===== src/dtc_regs.svh =====
`ifndef DTC_REGS_SVH
`define DTC_REGS_SVH

// register word addresses (byte address = 4 * index)
`define DTC_IDX_MODE 4'h0
`define DTC_IDX_CTRL 4'h1
`define DTC_IDX_T0L 4'h2
`define DTC_IDX_T0H 4'h3
`define DTC_IDX_T1L 4'h4
`define DTC_IDX_T1H 4'h5
`define DTC_IDX_AFR 4'h6

// mode register fields, per timer nibble
`define DTC_MODE_RESET 8'h00
`define DTC_MODE_GATE 3
`define DTC_MODE_SRC 2
`define DTC_MODE_T1_LSB 4

// control register fields
`define DTC_CTRL_RESET 8'h00
`define DTC_CTRL_T1_FLAG 7
`define DTC_CTRL_T1_RUN 6
`define DTC_CTRL_T0_FLAG 5
`define DTC_CTRL_T0_RUN 4

// advanced function register
`define DTC_AFR_RESET 1'b1
`define DTC_AFR_CDC 0

// machine cycle lengths in oscillator periods
`define DTC_CYC_LONG 4'hC
`define DTC_CYC_SHORT 4'h6
// 13-bit mode prescaler width
`define DTC_PRESC_MASK 8'h1F

`endif


===== src/dtc_pkg.sv =====
package dtc_pkg;

    typedef enum logic [1:0] {
        DTC_M13 = 2'h0,
        DTC_M16 = 2'h1,
        DTC_MRELOAD = 2'h2,
        DTC_MSPLIT = 2'h3
    } dtc_mode_e;

    typedef struct packed {
        logic gate;
        logic src;
        dtc_mode_e mode;
    } dtc_tcfg_s;

    typedef struct packed {
        logic [7:0] high;
        logic [7:0] low;
    } dtc_count_s;

endpackage


===== src/dtc_timer.sv =====
`timescale 1ns/1ns
`include "dtc_regs.svh"
// What this block does
// - timer function adds one each machine cycle while enabled
// - machine cycle is 12 oscillator periods if divider bit set, else 6
// - counter function samples event pin once per machine cycle, counts high-then-low
// - count from detected edge shows in register one machine cycle later
// - edge recognition takes two machine cycles, max rate osc/24 or osc/12
// - event pins sampled in the last period of each machine cycle, periods 12, 24, 36, 48 with long cycle
// - source bit selects event pin when set, machine cycle when clear
// - count enabled when run bit and (gate bit clear or interrupt pin high)
// - gating leaves external interrupt pin behaviour untouched
// - setting run bit keeps current count
// - wrap sets overflow flag and raises interrupt request, except a timer 1 wrap while timer 0 is in mode 3
// - mode 0 is 13 bits: high byte over 5-bit low prescaler
// - mode 1 is mode 0 with full 16-bit cascade
// - mode 2 low byte counts, reloads from unchanged high byte on overflow
// - mode 3 timer 0 low own controls, high byte uses timer 1 run/flag
// - timer 1 in mode 3 holds its count
// - timer 1 auto-reload mode is reserved, not implemented
// - each timer 1 overflow pulses the serial port
// - mode writes and control run bits take effect at end of writing instruction; control flag bits at once
// - mode field 00 13-bit, 01 16-bit, 10 reload, 11 split or stop
// - overflow flag cleared by hardware on interrupt vector
module dtc_timer (
    // clock and reset
    input wire logic clk,
    input wire logic rst,
    // wishbone slave
    input wire logic wb_cyc_i,
    input wire logic wb_stb_i,
    input wire logic wb_we_i,
    input wire logic [5:0] wb_adr_i,
    input wire logic [3:0] wb_sel_i,
    input wire logic [31:0] wb_dat_i,
    output logic [31:0] wb_dat_o,
    output logic wb_ack_o,
    output logic wb_err_o,
    // pins
    input wire logic event_pin0,
    input wire logic event_pin1,
    input wire logic ext_irq0_pin,
    input wire logic ext_irq1_pin,
    // processor side
    input wire logic instr_end,
    input wire logic vector0_ack,
    input wire logic vector1_ack,
    // outputs
    output logic timer0_irq,
    output logic timer1_irq,
    output logic serial_tick
);

    ////////////////////////////////////////////////////////////////////////////
    logic [7:0] mode_reg, mode_pend_reg;
    logic [7:0] ctrl_reg;
    logic t0_run_pend_reg, t1_run_pend_reg, cfg_pend_reg;
    logic afr_cdc_reg;
    dtc_pkg::dtc_count_s t0_reg, t1_reg;
    logic [3:0] osc_cnt_reg;
    logic [3:0] cyc_len;
    logic mcyc;
    logic ev0_s_reg, ev1_s_reg, ev0_p_reg, ev1_p_reg;
    logic ev0_fall, ev1_fall;
    logic ack_reg;
    logic [31:0] rd_reg;
    logic err_reg;
    dtc_pkg::dtc_tcfg_s cfg0, cfg1;
    logic en0, en1, en0h;
    logic inc0l, inc0h, inc1;
    logic ovf0, ovf1;
    logic [7:0] t0l_next, t0h_next;
    dtc_pkg::dtc_count_s t1_next;
    logic req, wr, rd, hit;
    logic [3:0] idx;

    assign cfg0 = mode_reg[3:0];
    assign cfg1 = mode_reg[7:4];

    ////////////////////////////////////////////////////////////////////////////
    // machine cycle enable
    assign cyc_len = afr_cdc_reg ? `DTC_CYC_LONG : `DTC_CYC_SHORT;
    // >= so a shorter cycle picked mid-count cannot run the counter past its end
    assign mcyc = (osc_cnt_reg >= cyc_len - 4'h1);

    always_ff @(posedge clk) begin
        if (rst || mcyc) begin
            osc_cnt_reg <= 4'h0;
        end else begin
            osc_cnt_reg <= osc_cnt_reg + 4'h1;
        end
    end

    // pins sampled at the last oscillator period of each machine cycle, which with
    // the long cycle lands in periods 12/24/36/48 counted from a machine cycle start
    always_ff @(posedge clk) begin
        if (rst) begin
            ev0_s_reg <= 1'b0;
            ev1_s_reg <= 1'b0;
            ev0_p_reg <= 1'b0;
            ev1_p_reg <= 1'b0;
        end else if (mcyc) begin
            ev0_s_reg <= event_pin0;
            ev1_s_reg <= event_pin1;
            ev0_p_reg <= ev0_s_reg;
            ev1_p_reg <= ev1_s_reg;
        end
    end

    // an edge seen across two samples counts on the next machine cycle,
    // so the source must hold each level a full machine cycle
    assign ev0_fall = ev0_p_reg && !ev0_s_reg;
    assign ev1_fall = ev1_p_reg && !ev1_s_reg;

    ////////////////////////////////////////////////////////////////////////////
    // count enables; interrupt pins are only read here, never altered
    function automatic logic count_in(input logic src, input logic fall);
        count_in = src ? fall : 1'b1;
    endfunction

    assign en0 = ctrl_reg[`DTC_CTRL_T0_RUN] &&
                 (!cfg0.gate || ext_irq0_pin);
    assign en1 = ctrl_reg[`DTC_CTRL_T1_RUN] &&
                 (!cfg1.gate || ext_irq1_pin);
    assign en0h = ctrl_reg[`DTC_CTRL_T1_RUN];

    assign inc0l = mcyc && en0 && count_in(cfg0.src, ev0_fall);
    assign inc0h = mcyc && en0h && (cfg0.mode == dtc_pkg::DTC_MSPLIT);
    // timer 1 holds in mode 3 and in the reserved reload mode
    assign inc1 = mcyc && en1 && count_in(cfg1.src, ev1_fall) &&
                  (cfg1.mode != dtc_pkg::DTC_MSPLIT) &&
                  (cfg1.mode != dtc_pkg::DTC_MRELOAD);

    ////////////////////////////////////////////////////////////////////////////
    // timer 0 next value and overflows
    always_comb begin
        t0l_next = t0_reg.low;
        t0h_next = t0_reg.high;
        ovf0 = 1'b0;
        ovf1 = 1'b0;
        if (inc0l) begin
            unique case (cfg0.mode)
                dtc_pkg::DTC_M13: begin
                    t0l_next = (t0_reg.low + 8'h01) & `DTC_PRESC_MASK;
                    if ((t0_reg.low & `DTC_PRESC_MASK) == `DTC_PRESC_MASK) begin
                        t0h_next = t0_reg.high + 8'h01;
                        ovf0 = (t0_reg.high == 8'hFF);
                    end
                end
                dtc_pkg::DTC_M16: begin
                    t0l_next = t0_reg.low + 8'h01;
                    if (t0_reg.low == 8'hFF) begin
                        t0h_next = t0_reg.high + 8'h01;
                        ovf0 = (t0_reg.high == 8'hFF);
                    end
                end
                dtc_pkg::DTC_MRELOAD: begin
                    ovf0 = (t0_reg.low == 8'hFF);
                    t0l_next = ovf0 ? t0_reg.high : t0_reg.low + 8'h01;
                end
                dtc_pkg::DTC_MSPLIT: begin
                    t0l_next = t0_reg.low + 8'h01;
                    ovf0 = (t0_reg.low == 8'hFF);
                end
            endcase
        end
        if (inc0h) begin
            t0h_next = t0_reg.high + 8'h01;
            ovf1 = (t0_reg.high == 8'hFF);
        end
    end

    // timer 1 next value
    always_comb begin
        t1_next = t1_reg;
        if (inc1) begin
            if (cfg1.mode == dtc_pkg::DTC_M13) begin
                t1_next.low = (t1_reg.low + 8'h01) & `DTC_PRESC_MASK;
                if ((t1_reg.low & `DTC_PRESC_MASK) == `DTC_PRESC_MASK) begin
                    t1_next.high = t1_reg.high + 8'h01;
                end
            end else begin
                t1_next = t1_reg + 16'h0001;
            end
        end
    end

    // timer 1 wraps when its incremented value is zero
    logic t1_wrap;
    assign t1_wrap = inc1 && (t1_next == 16'h0000);

    ////////////////////////////////////////////////////////////////////////////
    // wishbone decode
    // an answer already standing blocks a second take of the same request
    assign req = wb_cyc_i && wb_stb_i && !ack_reg && !err_reg;
    assign idx = wb_adr_i[5:2];
    assign hit = (idx <= `DTC_IDX_AFR);
    assign wr = req && wb_we_i && hit && wb_sel_i[0];
    assign rd = req && !wb_we_i && hit;

    function automatic logic wr_to(input logic [3:0] target);
        wr_to = wr && (idx == target);
    endfunction

    always_ff @(posedge clk) begin
        if (rst) begin
            ack_reg <= 1'b0;
            err_reg <= 1'b0;
        end else begin
            ack_reg <= req && hit;
            err_reg <= req && !hit;
        end
    end

    always_ff @(posedge clk) begin
        if (rst) begin
            rd_reg <= 32'h0000_0000;
        end else if (rd) begin
            unique case (idx)
                `DTC_IDX_MODE: rd_reg <= {24'h000000, mode_reg};
                `DTC_IDX_CTRL: rd_reg <= {24'h000000, ctrl_reg};
                `DTC_IDX_T0L: rd_reg <= {24'h000000, t0_reg.low};
                `DTC_IDX_T0H: rd_reg <= {24'h000000, t0_reg.high};
                `DTC_IDX_T1L: rd_reg <= {24'h000000, t1_reg.low};
                `DTC_IDX_T1H: rd_reg <= {24'h000000, t1_reg.high};
                default: rd_reg <= {31'h00000000, afr_cdc_reg};
            endcase
        end
    end

    assign wb_ack_o = ack_reg;
    assign wb_err_o = err_reg;
    assign wb_dat_o = rd_reg;

    ////////////////////////////////////////////////////////////////////////////
    // mode and run bits are staged and applied when the instruction ends
    always_ff @(posedge clk) begin
        if (rst) begin
            mode_pend_reg <= `DTC_MODE_RESET;
            t0_run_pend_reg <= 1'b0;
            t1_run_pend_reg <= 1'b0;
            cfg_pend_reg <= 1'b0;
        end else if (wr_to(`DTC_IDX_MODE) || wr_to(`DTC_IDX_CTRL)) begin
            if (wr_to(`DTC_IDX_MODE)) begin
                mode_pend_reg <= wb_dat_i[7:0];
                t0_run_pend_reg <= ctrl_reg[`DTC_CTRL_T0_RUN];
                t1_run_pend_reg <= ctrl_reg[`DTC_CTRL_T1_RUN];
            end else begin
                mode_pend_reg <= mode_reg;
                t0_run_pend_reg <= wb_dat_i[`DTC_CTRL_T0_RUN];
                t1_run_pend_reg <= wb_dat_i[`DTC_CTRL_T1_RUN];
            end
            cfg_pend_reg <= 1'b1;
        end else if (instr_end) begin
            cfg_pend_reg <= 1'b0;
        end
    end

    always_ff @(posedge clk) begin
        if (rst) begin
            mode_reg <= `DTC_MODE_RESET;
        end else if (cfg_pend_reg && instr_end) begin
            mode_reg <= mode_pend_reg;
        end
    end

    always_ff @(posedge clk) begin
        if (rst) begin
            afr_cdc_reg <= `DTC_AFR_RESET;
        end else if (wr_to(`DTC_IDX_AFR)) begin
            afr_cdc_reg <= wb_dat_i[`DTC_AFR_CDC];
        end
    end

    // run bits; flags set on wrap, set wins over vector clear and software clear
    always_ff @(posedge clk) begin
        if (rst) begin
            ctrl_reg <= `DTC_CTRL_RESET;
        end else begin
            if (cfg_pend_reg && instr_end) begin
                ctrl_reg[`DTC_CTRL_T0_RUN] <= t0_run_pend_reg;
                ctrl_reg[`DTC_CTRL_T1_RUN] <= t1_run_pend_reg;
            end
            if (ovf0) begin
                ctrl_reg[`DTC_CTRL_T0_FLAG] <= 1'b1;
            end else if (vector0_ack) begin
                ctrl_reg[`DTC_CTRL_T0_FLAG] <= 1'b0;
            end else if (wr_to(`DTC_IDX_CTRL)) begin
                ctrl_reg[`DTC_CTRL_T0_FLAG] <= wb_dat_i[`DTC_CTRL_T0_FLAG];
            end
            if (ovf1 || (t1_wrap && cfg0.mode != dtc_pkg::DTC_MSPLIT)) begin
                ctrl_reg[`DTC_CTRL_T1_FLAG] <= 1'b1;
            end else if (vector1_ack) begin
                ctrl_reg[`DTC_CTRL_T1_FLAG] <= 1'b0;
            end else if (wr_to(`DTC_IDX_CTRL)) begin
                ctrl_reg[`DTC_CTRL_T1_FLAG] <= wb_dat_i[`DTC_CTRL_T1_FLAG];
            end
        end
    end

    ////////////////////////////////////////////////////////////////////////////
    // counters; a software byte write beats an increment in the same cycle
    always_ff @(posedge clk) begin
        if (rst) begin
            t0_reg <= 16'h0000;
        end else begin
            t0_reg.low <= wr_to(`DTC_IDX_T0L) ? wb_dat_i[7:0] : t0l_next;
            t0_reg.high <= wr_to(`DTC_IDX_T0H) ? wb_dat_i[7:0] : t0h_next;
        end
    end

    always_ff @(posedge clk) begin
        if (rst) begin
            t1_reg <= 16'h0000;
        end else begin
            t1_reg.low <= wr_to(`DTC_IDX_T1L) ? wb_dat_i[7:0] : t1_next.low;
            t1_reg.high <= wr_to(`DTC_IDX_T1H) ? wb_dat_i[7:0] : t1_next.high;
        end
    end

    // serial tick follows every timer 1 wrap, even when timer 0 owns its flag
    always_ff @(posedge clk) begin
        if (rst) begin
            serial_tick <= 1'b0;
        end else begin
            serial_tick <= t1_wrap;
        end
    end

    assign timer0_irq = ctrl_reg[`DTC_CTRL_T0_FLAG];
    assign timer1_irq = ctrl_reg[`DTC_CTRL_T1_FLAG];

endmodule // dtc_timer


===== config.mk =====
export PLATFORM = sky130hd
export DESIGN_NAME = dtc_timer
export DESIGN_NICKNAME = d
export VERILOG_FILES = /design/src/dtc_pkg.sv /design/src/dtc_timer.sv
export VERILOG_INCLUDE_DIRS = /design/src
export SDC_FILE = /design/constraint.sdc
export NUM_CORES = 1
export LEC_CHECK = 0
export ABC_CLOCK_PERIOD_IN_PS = 3000
export BUFFER_PORTS_ARGS = -buffer_cell sky130_fd_sc_hd__buf_2
export CORE_ASPECT_RATIO = 0.5
export CORE_MARGIN = 2
export CORE_UTILIZATION = 56
export DETAILED_ROUTE_END_ITERATION = 12
export GPL_TIMING_DRIVEN = 0
export HOLD_SLACK_MARGIN = 0.15
export PLACE_DENSITY = 0.81
export SYNTH_ARGS = -nofsm -noshare
export SYNTH_HDL_FRONTEND = slang
export SYNTH_SLANG_ARGS = --single-unit

===== constraint.sdc =====
create_clock -name clk -period 3 [get_ports clk]
set_input_delay 0 -clock clk [delete_from_list [all_inputs] [get_ports clk]]
set_output_delay 0 -clock clk [all_outputs]
set_load 0.005 [all_outputs]

==> out/results.ini, run 1 <==
[final_layout]
antenna-diode-count=0
syn2layout_area_growth_pct=21.06
finalNonFillerCells=779
finish.utilization_pct=70.98
finalNetCount=726
post_route_cells_drive_above_1_share_pct=19.49

[global_route]
grt-ovfl-total=0
first_pass_grt_wire_length_um=23360
maximum_number_of_pins_on_one_net_before_global_route_repair=13
grt_use_total_pct=32.56
number_of_global_route_vias_before_repair=4498
grt_antenna_before_repair=1

[power]
power-per-cell-area_nw_per_um2=438.1
power.static_leakage_nw=2.205
power.total_mw=2.524
worst_ir_drop_on_vdd_mv=0.3482

[timing]
period_needed_ps=2760
rsz_0062_raised_after_global_routing=no
timing_hold_violations_final=0
report.final.setup_viol=0
clock.fmax_mhz=362.4
post-route-period-util_pct=91.98
final.setup_skew_ps=8.985
totalNegativeSetupSlack_ps=0
actual_slew_at_the_worst_max_slew_pin_ps=780.1
timing.max_slew.rel_slack_pct=47.77
finalMaxSlewViolations=0

[worst_setup_path]
critPathArrivalTime_ps=2990
worst_setup_path_end_kind=flop
worstSetupStartpointType=flop
timing.critical_path.cells=inv_1 -> ha_1 -> a21oi_1 -> o22ai_4 -> and2_2 -> buf_2 -> a22oi_1 -> nand4_1 -> nor3_1
cp_data_required_time_ps=3230
r2r_slack_ps=240
critical_path.slowest_cell=dfxtp_1
crit_path_max_incr_delay_ps=430
cp_max_fo=10
setup.worst_path.class=reg -> reg

[synth]
async_reset_ff_share_pct=0
synth.cell_area_um2=4758
postSynthCellCount=571
synth_flop_cell=dfxtp_1
number_of_distinct_standard_cells_referenced_by_the_synthesized_netlist=73
sequential_fraction_of_the_synthesis_area_pct=31.55
ys.warnings.count=0
postSynthRegisterBits=75
syn_avg_cell_area_um2=8.333
synth-edff-count=0

[clock_tree]
worst_skew_pair.late_latency_ps=350
cts_num_sinks=75
cts-buffers-inserted=9
ctsRootBufferMaster=clkbuf_16
clk_pin_slew_worst_paths_ps=60
cts_max_path_buffers=2
h-tree-depth=3
post-cts-setup-buffer-count=0
cts_tree=done

[floorplan]
io_pins=91
initial_utilization_pct=58.63
vertical_die_dimension_um=69.18
core_area_um2=8115
die_width_um=134.4
die_area_um2=9295
std_cell_rows=23

[route]
drtPass1Iterations=7
residual_drc=0
detail_route.iter0.violations=600
route.detailed.wl_per_inst_um=19.17
detail-route-antenna-nets=0
totalWireLength_um=14930
routed_via_density=6.276
dr_total_vias=4889

[placement]
dp_hpwl_um=10310
place.port_buffers=35
placed_cells=741
globalplace.congestion=1.012

[flow_run]
maxCapViolations=0

[min_path]
hold_class=in -> reg

[outcome]
run_status=complete, no violations

==> Yosys cell counts, drive strengths merged, types with 3 or more instances <==
cell type  number  area, um2
ha             10      125.1
dfxtp          75       1501
inv             8      30.03
nand2          73      279.0
o21ai           9      45.04
a211oi         34      265.3
a31oi           5      46.29
and4            4      37.54
nor2b           7      51.30
a311oi          6      52.55
xnor2          12      105.1
buf            44      314.1
a41o            3      31.28
a221oi          5      43.79
a22oi           5      37.54
o221ai          3      26.28
clkbuf         15      56.30
nand3          25      130.1
mux2i          21      210.2
and2            8      51.31
and3            5      31.28
nor3b           3      27.52
nand4           7      58.81
nor3           15      75.07
mux2            5      56.30
a21oi          38      190.2
o22ai           4      31.28
nand3b          5      37.54
o211ai          5      37.54
mux4            3      67.56
nor2           60      225.2
xor2           10      87.58
nand2b          8      57.55
nor4            5      67.56
==> through the flow <==
step	hold slack (ps)	area, um2	worst slack [ps]
global placement	242.0	5160	187.3
detailed placement	247.7	5160	123.3
global route	201.9	5761	81.35
floorplan	136.0	4845	731.7
CTS	163.1	5742	78.16
finish	190.3	5761	240.5
==> metal layers <==
| layer | share of wire (%) | vias to the layer above | GRT usage [%] |
|---|---|---|---|
| met5 | 0 | - | 0 |
| met4 | 3.6 | 0 | 13.92 |
| met3 | 14 | 61 | 12.50 |
| met2 | 43 | 338 | 49.43 |
| met1 | 39 | 2270 | 41.45 |
| li1 | - | 2220 | - |
==> worst max-delay path, delay by kind of cell, from the launching register on <==
| family | cells | cell delay [ps] |
|---|---|---|
| and+or+nand+nor | 3 | 840 |
| AOI/OAI and AO/OA | 3 | 760 |
| DFF | 1 | 430 |
| buffers and inverters | 2 | 320 |
| adders and majority gates | 1 | 300 |
==> area by class of cell <==
cell class              count  area [um2]
well taps                 112       140.1
plain buffers              59       370.4
inverters                   8       30.03
fillers                   637        2355
repair buffers             57       395.4
clock inverters             4       95.09
clock buffers              12       266.5
flip-flops and latches     75        1501
multi-input cells         452        2962
==> layout by cell type (no fill, tap or decap), types with 6 or more instances in the layout <==
cell type	Yosys	layout
conb_1	1	24
nand3_1	24	24
nand2_1	71	71
clkbuf_1	15	15
xor2_1	10	10
and2_1	6	6
o21ai_0	9	9
a21oi_1	38	38
dfxtp_1	75	75
nor2b_1	6	6
nor3_1	15	15
nand2b_1	7	7
buf_4	26	26
dlygate4sd3_1	0	22
nor2_1	60	60
nand4_1	6	6
clkbuf_16	0	9
a211oi_1	32	31
mux2i_1	21	21
ha_1	10	10
xnor2_1	12	12
inv_1	8	8
buf_2	11	46
a311oi_1	6	6
==> timing repair <==
item | in CTS | in global routing
endpoints found under the setup margin | 0 | 2
gates resized for setup | 0 | 4
hold endpoints to repair | 57 | 0
hold buffers | 22 | 0
==> power breakdown <==
| part | switching [mW] | internal [mW] | total, mW |
|---|---|---|---|
| clock | 0.437 | 0.880 | 1.32 |
| sequential | 0.00763 | 1.00 | 1.01 |
| combinational | 0.112 | 0.0834 | 0.195 |
==> cells by family (layout without fill, tap and decap cells) <==
group	Yosys count	in the layout	share of synthesized area, %
compound gates	138	138	21.61
fa+ha+maj	10	10	2.630
xor+xnor	22	22	4.049
other cells	1	24	0.07881
flops	75	75	31.55
simple gates	229	229	24.64
buf+inv	67	140	8.414
mux	29	29	7.021
==> worst paths after layout <==
kind,endpoint,from,depth (start not counted)
worst max-delay path,serial_tick,afr_cdc_reg,9
worst min-delay path,t0_run_pend_reg,wb_adr_i[3],5
worst max register to register,serial_tick,afr_cdc_reg,9
worst min register to register,mode_reg[3],mode_pend_reg[3],2
Note: power is estimated with default switching activity, not from simulation.
==> run 2: changes to the inputs <==
--- a/config.mk
+++ b/config.mk
@@ -6,7 +6,7 @@
 export SDC_FILE = /design/constraint.sdc
 export NUM_CORES = 1
 export LEC_CHECK = 0
-export ABC_CLOCK_PERIOD_IN_PS = 3000
+export ABC_CLOCK_PERIOD_IN_PS = 3100
 export BUFFER_PORTS_ARGS = -buffer_cell sky130_fd_sc_hd__buf_2
 export CORE_ASPECT_RATIO = 0.5
 export CORE_MARGIN = 2
==> constraint.sdc (replaced) <==
create_clock -name clk -period 3.1 [get_ports clk]
set_input_delay 0 -clock clk [delete_from_list [all_inputs] [get_ports clk]]
set_output_delay 0 -clock clk [all_outputs]
set_load 0.005 [all_outputs]
==> out/results.ini, run 2 (synthesized netlist as in run 1, its figures left out) <==
[final_layout]
finish.utilization_pct=70.86  ; -0.12 points
syn2layout_area_growth_pct=20.85
most-common-layout-cells=75 x dfxtp_1, 71 x nand2_1, 60 x nor2_1
mostFrequentLayoutCell=dfxtp_1
finalNonFillerCells=779  ; unchanged
fillerInstances=639  ; +0.31%
post_route_cells_drive_above_1_share_pct=19.19  ; -0.30 points
antenna-diode-count=0  ; unchanged
layout.cell_area.non_filler_um2=5751  ; -0.17%
finalNetCount=726  ; unchanged

[clock_tree]
cts-buffers-inserted=9  ; unchanged
worst_skew_pair.late_latency_ps=350  ; about the same
h-tree-depth=3  ; unchanged
post-cts-setup-buffer-count=0  ; unchanged
cts_num_sinks=75  ; unchanged
cts_max_path_buffers=2  ; unchanged
clk_pin_slew_worst_paths_ps=60  ; about the same
ctsRootBufferMaster=clkbuf_16
cts_tree=done

[global_route]
number_of_global_route_vias_before_repair=4498  ; unchanged
first_pass_grt_wire_length_um=23360  ; unchanged
grt-ovfl-total=0  ; unchanged
grt_antenna_before_repair=1  ; unchanged
maximum_number_of_pins_on_one_net_before_global_route_repair=13  ; unchanged
grt_use_total_pct=32.56  ; unchanged

[placement]
place_worst_setup_slack_ps=223.3  ; +100.0 ps
placement.cell_area_um2=5160  ; unchanged
placed_cells=741  ; unchanged
globalplace.congestion=1.012  ; unchanged
place.port_buffers=35  ; unchanged
dp_hpwl_um=10310  ; unchanged

[power]
power.share.clock_pct=52.0  ; -0.2 points
worst_ir_drop_on_vdd_mv=0.3360  ; -3.5%
net_switching_component_of_the_power_mw=0.5320  ; -4.4%
power.total_mw=2.436  ; -3.5%
part_of_the_power_in_registers_pct=40.2  ; about the same
netSwitchingFraction_pct=21.84  ; -0.21 points
power.static_leakage_nw=2.204  ; about the same
p_int_mw=1.904  ; -3.2%
comb_power_share_pct=7.8  ; about the same
power-per-cell-area_nw_per_um2=423.6  ; -3.3%

[outcome]
run_status=complete, no violations

[timing]
finalWorstSetupSlack_ps=243.8  ; +3.338 ps
worst_hold_slack_ps=192.2  ; +1.982 ps
rsz_0062_raised_after_global_routing=no
clock.fmax_mhz=350.1  ; -3.4%
period_needed_ps=2856  ; +96.66 ps
final.setup_skew_ps=6.668  ; -2.316 ps
report.final.setup_viol=0  ; unchanged
finalMaxSlewViolations=0  ; unchanged
post-route-period-util_pct=92.14  ; +0.15 points
actual_slew_at_the_worst_max_slew_pin_ps=762.8  ; -17.25 ps
timing_hold_violations_final=0  ; unchanged
timing.max_slew.rel_slack_pct=48.92  ; +1.2 points
totalNegativeSetupSlack_ps=0  ; unchanged

[worst_setup_path]
worstSetupStartpointType=flop
critPathArrivalTime_ps=3090  ; +100 ps
setup.worst_path.class=reg -> reg
r2r_slack_ps=240  ; about the same
cp_data_required_time_ps=3340  ; +110 ps
worst_setup_path_end_kind=flop
cp_max_fo=10  ; unchanged

[floorplan]
core_area_um2=8115  ; unchanged
die_width_um=134.4  ; unchanged
die_area_um2=9295  ; unchanged
std_cell_rows=23  ; unchanged
io_pins=91  ; unchanged
vertical_die_dimension_um=69.18  ; unchanged
initial_utilization_pct=58.63  ; unchanged

[route]
route.detailed.wl_per_inst_um=19.13  ; -0.20%
totalWireLength_um=14900  ; -0.20%
dr_total_vias=4844  ; -0.92%
drtPass1Iterations=6  ; -1
detail_route.iter0.violations=609  ; +1.5%
routed_via_density=6.218  ; -0.92%
residual_drc=0  ; unchanged
detail-route-antenna-nets=0  ; unchanged

[min_path]
hold_class=in -> reg

[flow_run]
maxCapViolations=0  ; unchanged

==> run 2: cell counts in the layout (fill, tap and decap cells not counted) <==
No cell type changed its count.
==> run 2: worst max-delay path: stages (launching register included) <==
cell      delay (ps)
dfxtp_1          430
inv_1            130
ha_1             300
a21oi_1          290
o22ai_4          210
and2_2           240
buf_2            180
a211oi_1         340
nand4_1          280
nor3_1           340
==> run 2: final timing paths <==
check	start	depth (start not counted)	to
min	wb_adr_i[3]	5	t0_run_pend_reg
max	afr_cdc_reg	9	serial_tick
max reg2reg	afr_cdc_reg	9	serial_tick
min reg2reg	mode_pend_reg[3]	2	mode_reg[3]
==> run 2: power by group through the flow <==
stage / logic, mW / registers [mW] / clock network (mW)
floorplan: 0.102 / 0.999 / 0
global placement: 0.158 / 1.00 / 0
detailed placement: 0.160 / 1.00 / 0
CTS: 0.181 / 0.979 / 1.27
global route: 0.200 / 0.980 / 1.32
finish: 0.189 / 0.980 / 1.27
==> run 2: layout make-up <==
| type | instances | area [um2] | area share (%) |
|---|---|---|---|
| inverter | 8 | 30.03 | 0.5222 |
| clock buffer | 12 | 266.5 | 4.634 |
| clock inverter | 4 | 95.09 | 1.654 |
| tap | 112 | 140.1 | 2.437 |
| sequential | 75 | 1501 | 26.11 |
| buffer | 59 | 370.4 | 6.440 |
| multi-input combinational | 452 | 2952 | 51.33 |
| timing repair buffer | 57 | 395.4 | 6.876 |
==> run 2: routing by layer <==
| metal | part of all wire (%) | wire length [um] | up-vias | GRT usage, % |
|---|---|---|---|---|
| met5 | 0 | 0 | - | 0 |
| met4 | 3.3 | 490 | 0 | 13.92 |
| met3 | 14 | 2062 | 56 | 12.50 |
| met2 | 43 | 6445 | 324 | 49.43 |
| met1 | 40 | 5903 | 2249 | 41.45 |
| li1 | - | - | 2215 | - |
==> run 2: what timing repair did <==
| item | CTS | global route |
|---|---|---|
| hold buffers | 22 | 0 |
| endpoints found under the hold margin | 57 | 0 |
| gates resized for setup | 0 | 2 |
| setup endpoints to repair | 0 | 2 |
==> run 3: changes to the inputs <==
--- a/config.mk
+++ b/config.mk
@@ -12,8 +12,7 @@
 export CORE_MARGIN = 2
 export CORE_UTILIZATION = 56
 export DETAILED_ROUTE_END_ITERATION = 12
-export GPL_TIMING_DRIVEN = 0
-export HOLD_SLACK_MARGIN = 0.15
+export HOLD_SLACK_MARGIN = 0.08
 export PLACE_DENSITY = 0.81
 export SYNTH_ARGS = -nofsm -noshare
 export SYNTH_HDL_FRONTEND = slang
==> out/results.ini, run 3 (synthesized netlist as in run 1, its figures left out) <==
[final_layout]
area_used_by_multi_input_combinational_logic_um2=2943  ; -0.30%
finish.utilization_pct=65.74  ; -5.1 points
fillerInstances=667  ; +4.4%
finalNetCount=669  ; -7.9%
layout.area.seq_um2=1501  ; unchanged
syn2layout_area_growth_pct=12.12
antenna-diode-count=0  ; unchanged
most-common-layout-cells=75 x dfxtp_1, 71 x nand2_1, 60 x nor2_1
finalNonFillerCells=722  ; -7.3%
mostFrequentLayoutCell=dfxtp_1
post_route_cells_drive_above_1_share_pct=15.25  ; -3.9 points

[worst_setup_path]
worstSetupStartpointType=flop
r2r_slack_ps=450  ; +210 ps
crit_buf_inv=2  ; unchanged
setup.worst_path.class=reg -> reg
worst_setup_path_end_kind=flop
timing.critical_path.cells=inv_1 -> ha_1 -> a21oi_1 -> o22ai_2 -> nand2_2 -> buf_4 -> o41ai_2 -> a2bb2oi_2 -> o41ai_2
critical_path.slowest_cell=o22ai_2
crit_path_frequent_cell=o41ai_2
cp_data_required_time_ps=3340  ; about the same
crit_path_max_incr_delay_ps=500  ; +70 ps
cp_max_fo=10  ; unchanged
critical_path.top_delay_family=compound AO/OA/AOI/OAI gates
critPathArrivalTime_ps=2890  ; -200 ps

[floorplan]
std_cell_rows=23  ; unchanged
die_area_um2=9295  ; unchanged
vertical_die_dimension_um=69.18  ; unchanged
core_area_um2=8115  ; unchanged
io_pins=91  ; unchanged
initial_utilization_pct=58.63  ; unchanged
die_width_um=134.4  ; unchanged

[route]
m1WireLength_um=5527  ; -6.4%
detail-route-antenna-nets=0  ; unchanged
route.detailed.wl_per_inst_um=18.24  ; -4.6%
drtPass1Iterations=6  ; unchanged
routed_via_density=6.202  ; -0.26%
detailroute.wirelength.met3_um=1326  ; -36%
dr_total_vias=4478  ; -7.6%
residual_drc=0  ; unchanged
met2_length_um=5894  ; -8.5%
detail_route.iter0.violations=518  ; -15%
totalWireLength_um=13170  ; -12%
topRoutingLayerUsed=met4

[placement]
placed_cells=689  ; -7.0%
dp_hpwl_um=8779  ; -15%
globalplace.congestion=1.022  ; +1.0%
place.port_buffers=37  ; +5.7%

[timing]
post-route-period-util_pct=85.34  ; -6.8 points
actual_slew_at_the_worst_max_slew_pin_ps=791.0  ; +28.15 ps
rsz_0062_raised_after_global_routing=no
period_needed_ps=2646  ; -210.6 ps
finalMaxSlewViolations=0  ; unchanged
timing_hold_violations_final=0  ; unchanged
final.setup_skew_ps=9.390  ; +2.722 ps
report.final.setup_viol=0  ; unchanged
worst_hold_slack_ps=100.7  ; -91.57 ps
totalNegativeSetupSlack_ps=0  ; unchanged
timing.max_slew.rel_slack_pct=47.27  ; -1.7 points
clock.fmax_mhz=378.0  ; +8.0%

[clock_tree]
ctsRootBufferMaster=clkbuf_16
h-tree-depth=3  ; unchanged
cts-buffers-inserted=9  ; unchanged
worst_skew_pair.late_latency_ps=340  ; about the same
cts_num_sinks=75  ; unchanged
clk_pin_slew_worst_paths_ps=70  ; about the same
cts_resized=0  ; unchanged
cts_max_path_buffers=2  ; unchanged
cts_tree=done

[power]
p_int_mw=1.753  ; -7.9%
worst_ir_drop_on_vdd_mv=0.3610  ; +7.5%
power.total_mw=2.282  ; -6.3%
power.static_leakage_nw=1.943  ; -12%
comb_power_share_pct=6.5  ; -1.3 points
netSwitchingFraction_pct=23.19  ; +1.4 points
power-per-cell-area_nw_per_um2=427.8  ; +1.0%
net_switching_component_of_the_power_mw=0.5293  ; -0.49%
part_of_the_power_in_registers_pct=42.9  ; +2.7 points
power.share.clock_pct=50.6  ; -1.4 points

[global_route]
number_of_global_route_vias_before_repair=4097  ; -8.9%
grt-ovfl-total=0  ; unchanged
first_pass_grt_wire_length_um=21220  ; -9.2%
grt_use_total_pct=29.09  ; -3.5 points
maximum_number_of_pins_on_one_net_before_global_route_repair=76  ; +63
grt_antenna_before_repair=0  ; -1

[flow_run]
maxCapViolations=0  ; unchanged

[min_path]
hold_class=in -> reg

[outcome]
run_status=complete, no violations

[run 3: changes by cell type in the layout (fill, tap and decap cells not counted), moves of 2 or more]
cell and delta:
buf_4 -21, clkbuf_8 -2, buf_6 -5, clkinvlp_4 +2, clkbuf_1 -15, dlygate4sd3_1 -5
buf_2 -9, buf_1 -2
[run 3: what timing repair did]
item                      CTS  global route
hold buffers               17             0
hold endpoints to repair   40             0
setup buffers               0             0
[run 3: metrics by stage]
| stage | setup slack, ps | area, um2 |
|---|---|---|
| global placement | 571.1 | 4837 |
| CTS | 478.5 | 5335 |
| floorplan | 831.7 | 4845 |
| detailed placement | 483.0 | 4837 |
| global route | 296.6 | 5335 |
| finish | 454.4 | 5335 |
[run 3: power groups by stage]
stage                     registers [mW]  logic, mW  clock network (mW)
final                              0.979      0.147                1.16
after global routing               0.980      0.158                1.19
after CTS                          0.979      0.142                1.15
after detailed placement            1.00      0.126                   0
after global placement              1.00      0.123                   0
after floorplan                    0.999      0.102                   0
[run 3: final timing paths]
check | start | end | cells past startpoint
worst min register to register | wb_dat_o[7] | wb_dat_o[7] | 2
worst max-delay path | afr_cdc_reg | ctrl_reg[7] | 9
worst max register to register | afr_cdc_reg | ctrl_reg[7] | 9
worst min-delay path | wb_we_i | wb_dat_o[1] | 4
[run 3: layer usage]
layer / track usage [%] / vias up
li1: - / 2111
met1: 38.33 / 2082
met2: 45.07 / 240
met3: 8.772 / 45
met4: 10.99 / 0
met5: 0 / -
[run 3: area by class of cell]
| class | count | area share, % |
|---|---|---|
| inverter | 8 | 0.5629 |
| multi-input combinational | 452 | 55.16 |
| timing repair buffer | 59 | 7.364 |
| clock inverter | 6 | 1.665 |
| sequential | 75 | 28.14 |
| tap | 112 | 2.627 |
| clock buffer | 10 | 4.479 |
[run 3: worst reg2reg max path, cell delays in order, from the launching register on]
cell	delay, ps
dfxtp_1	400
inv_1	120
ha_1	330
a21oi_1	90
o22ai_2	500
nand2_2	110
buf_4	180
o41ai_2	390
a2bb2oi_2	120
o41ai_2	310
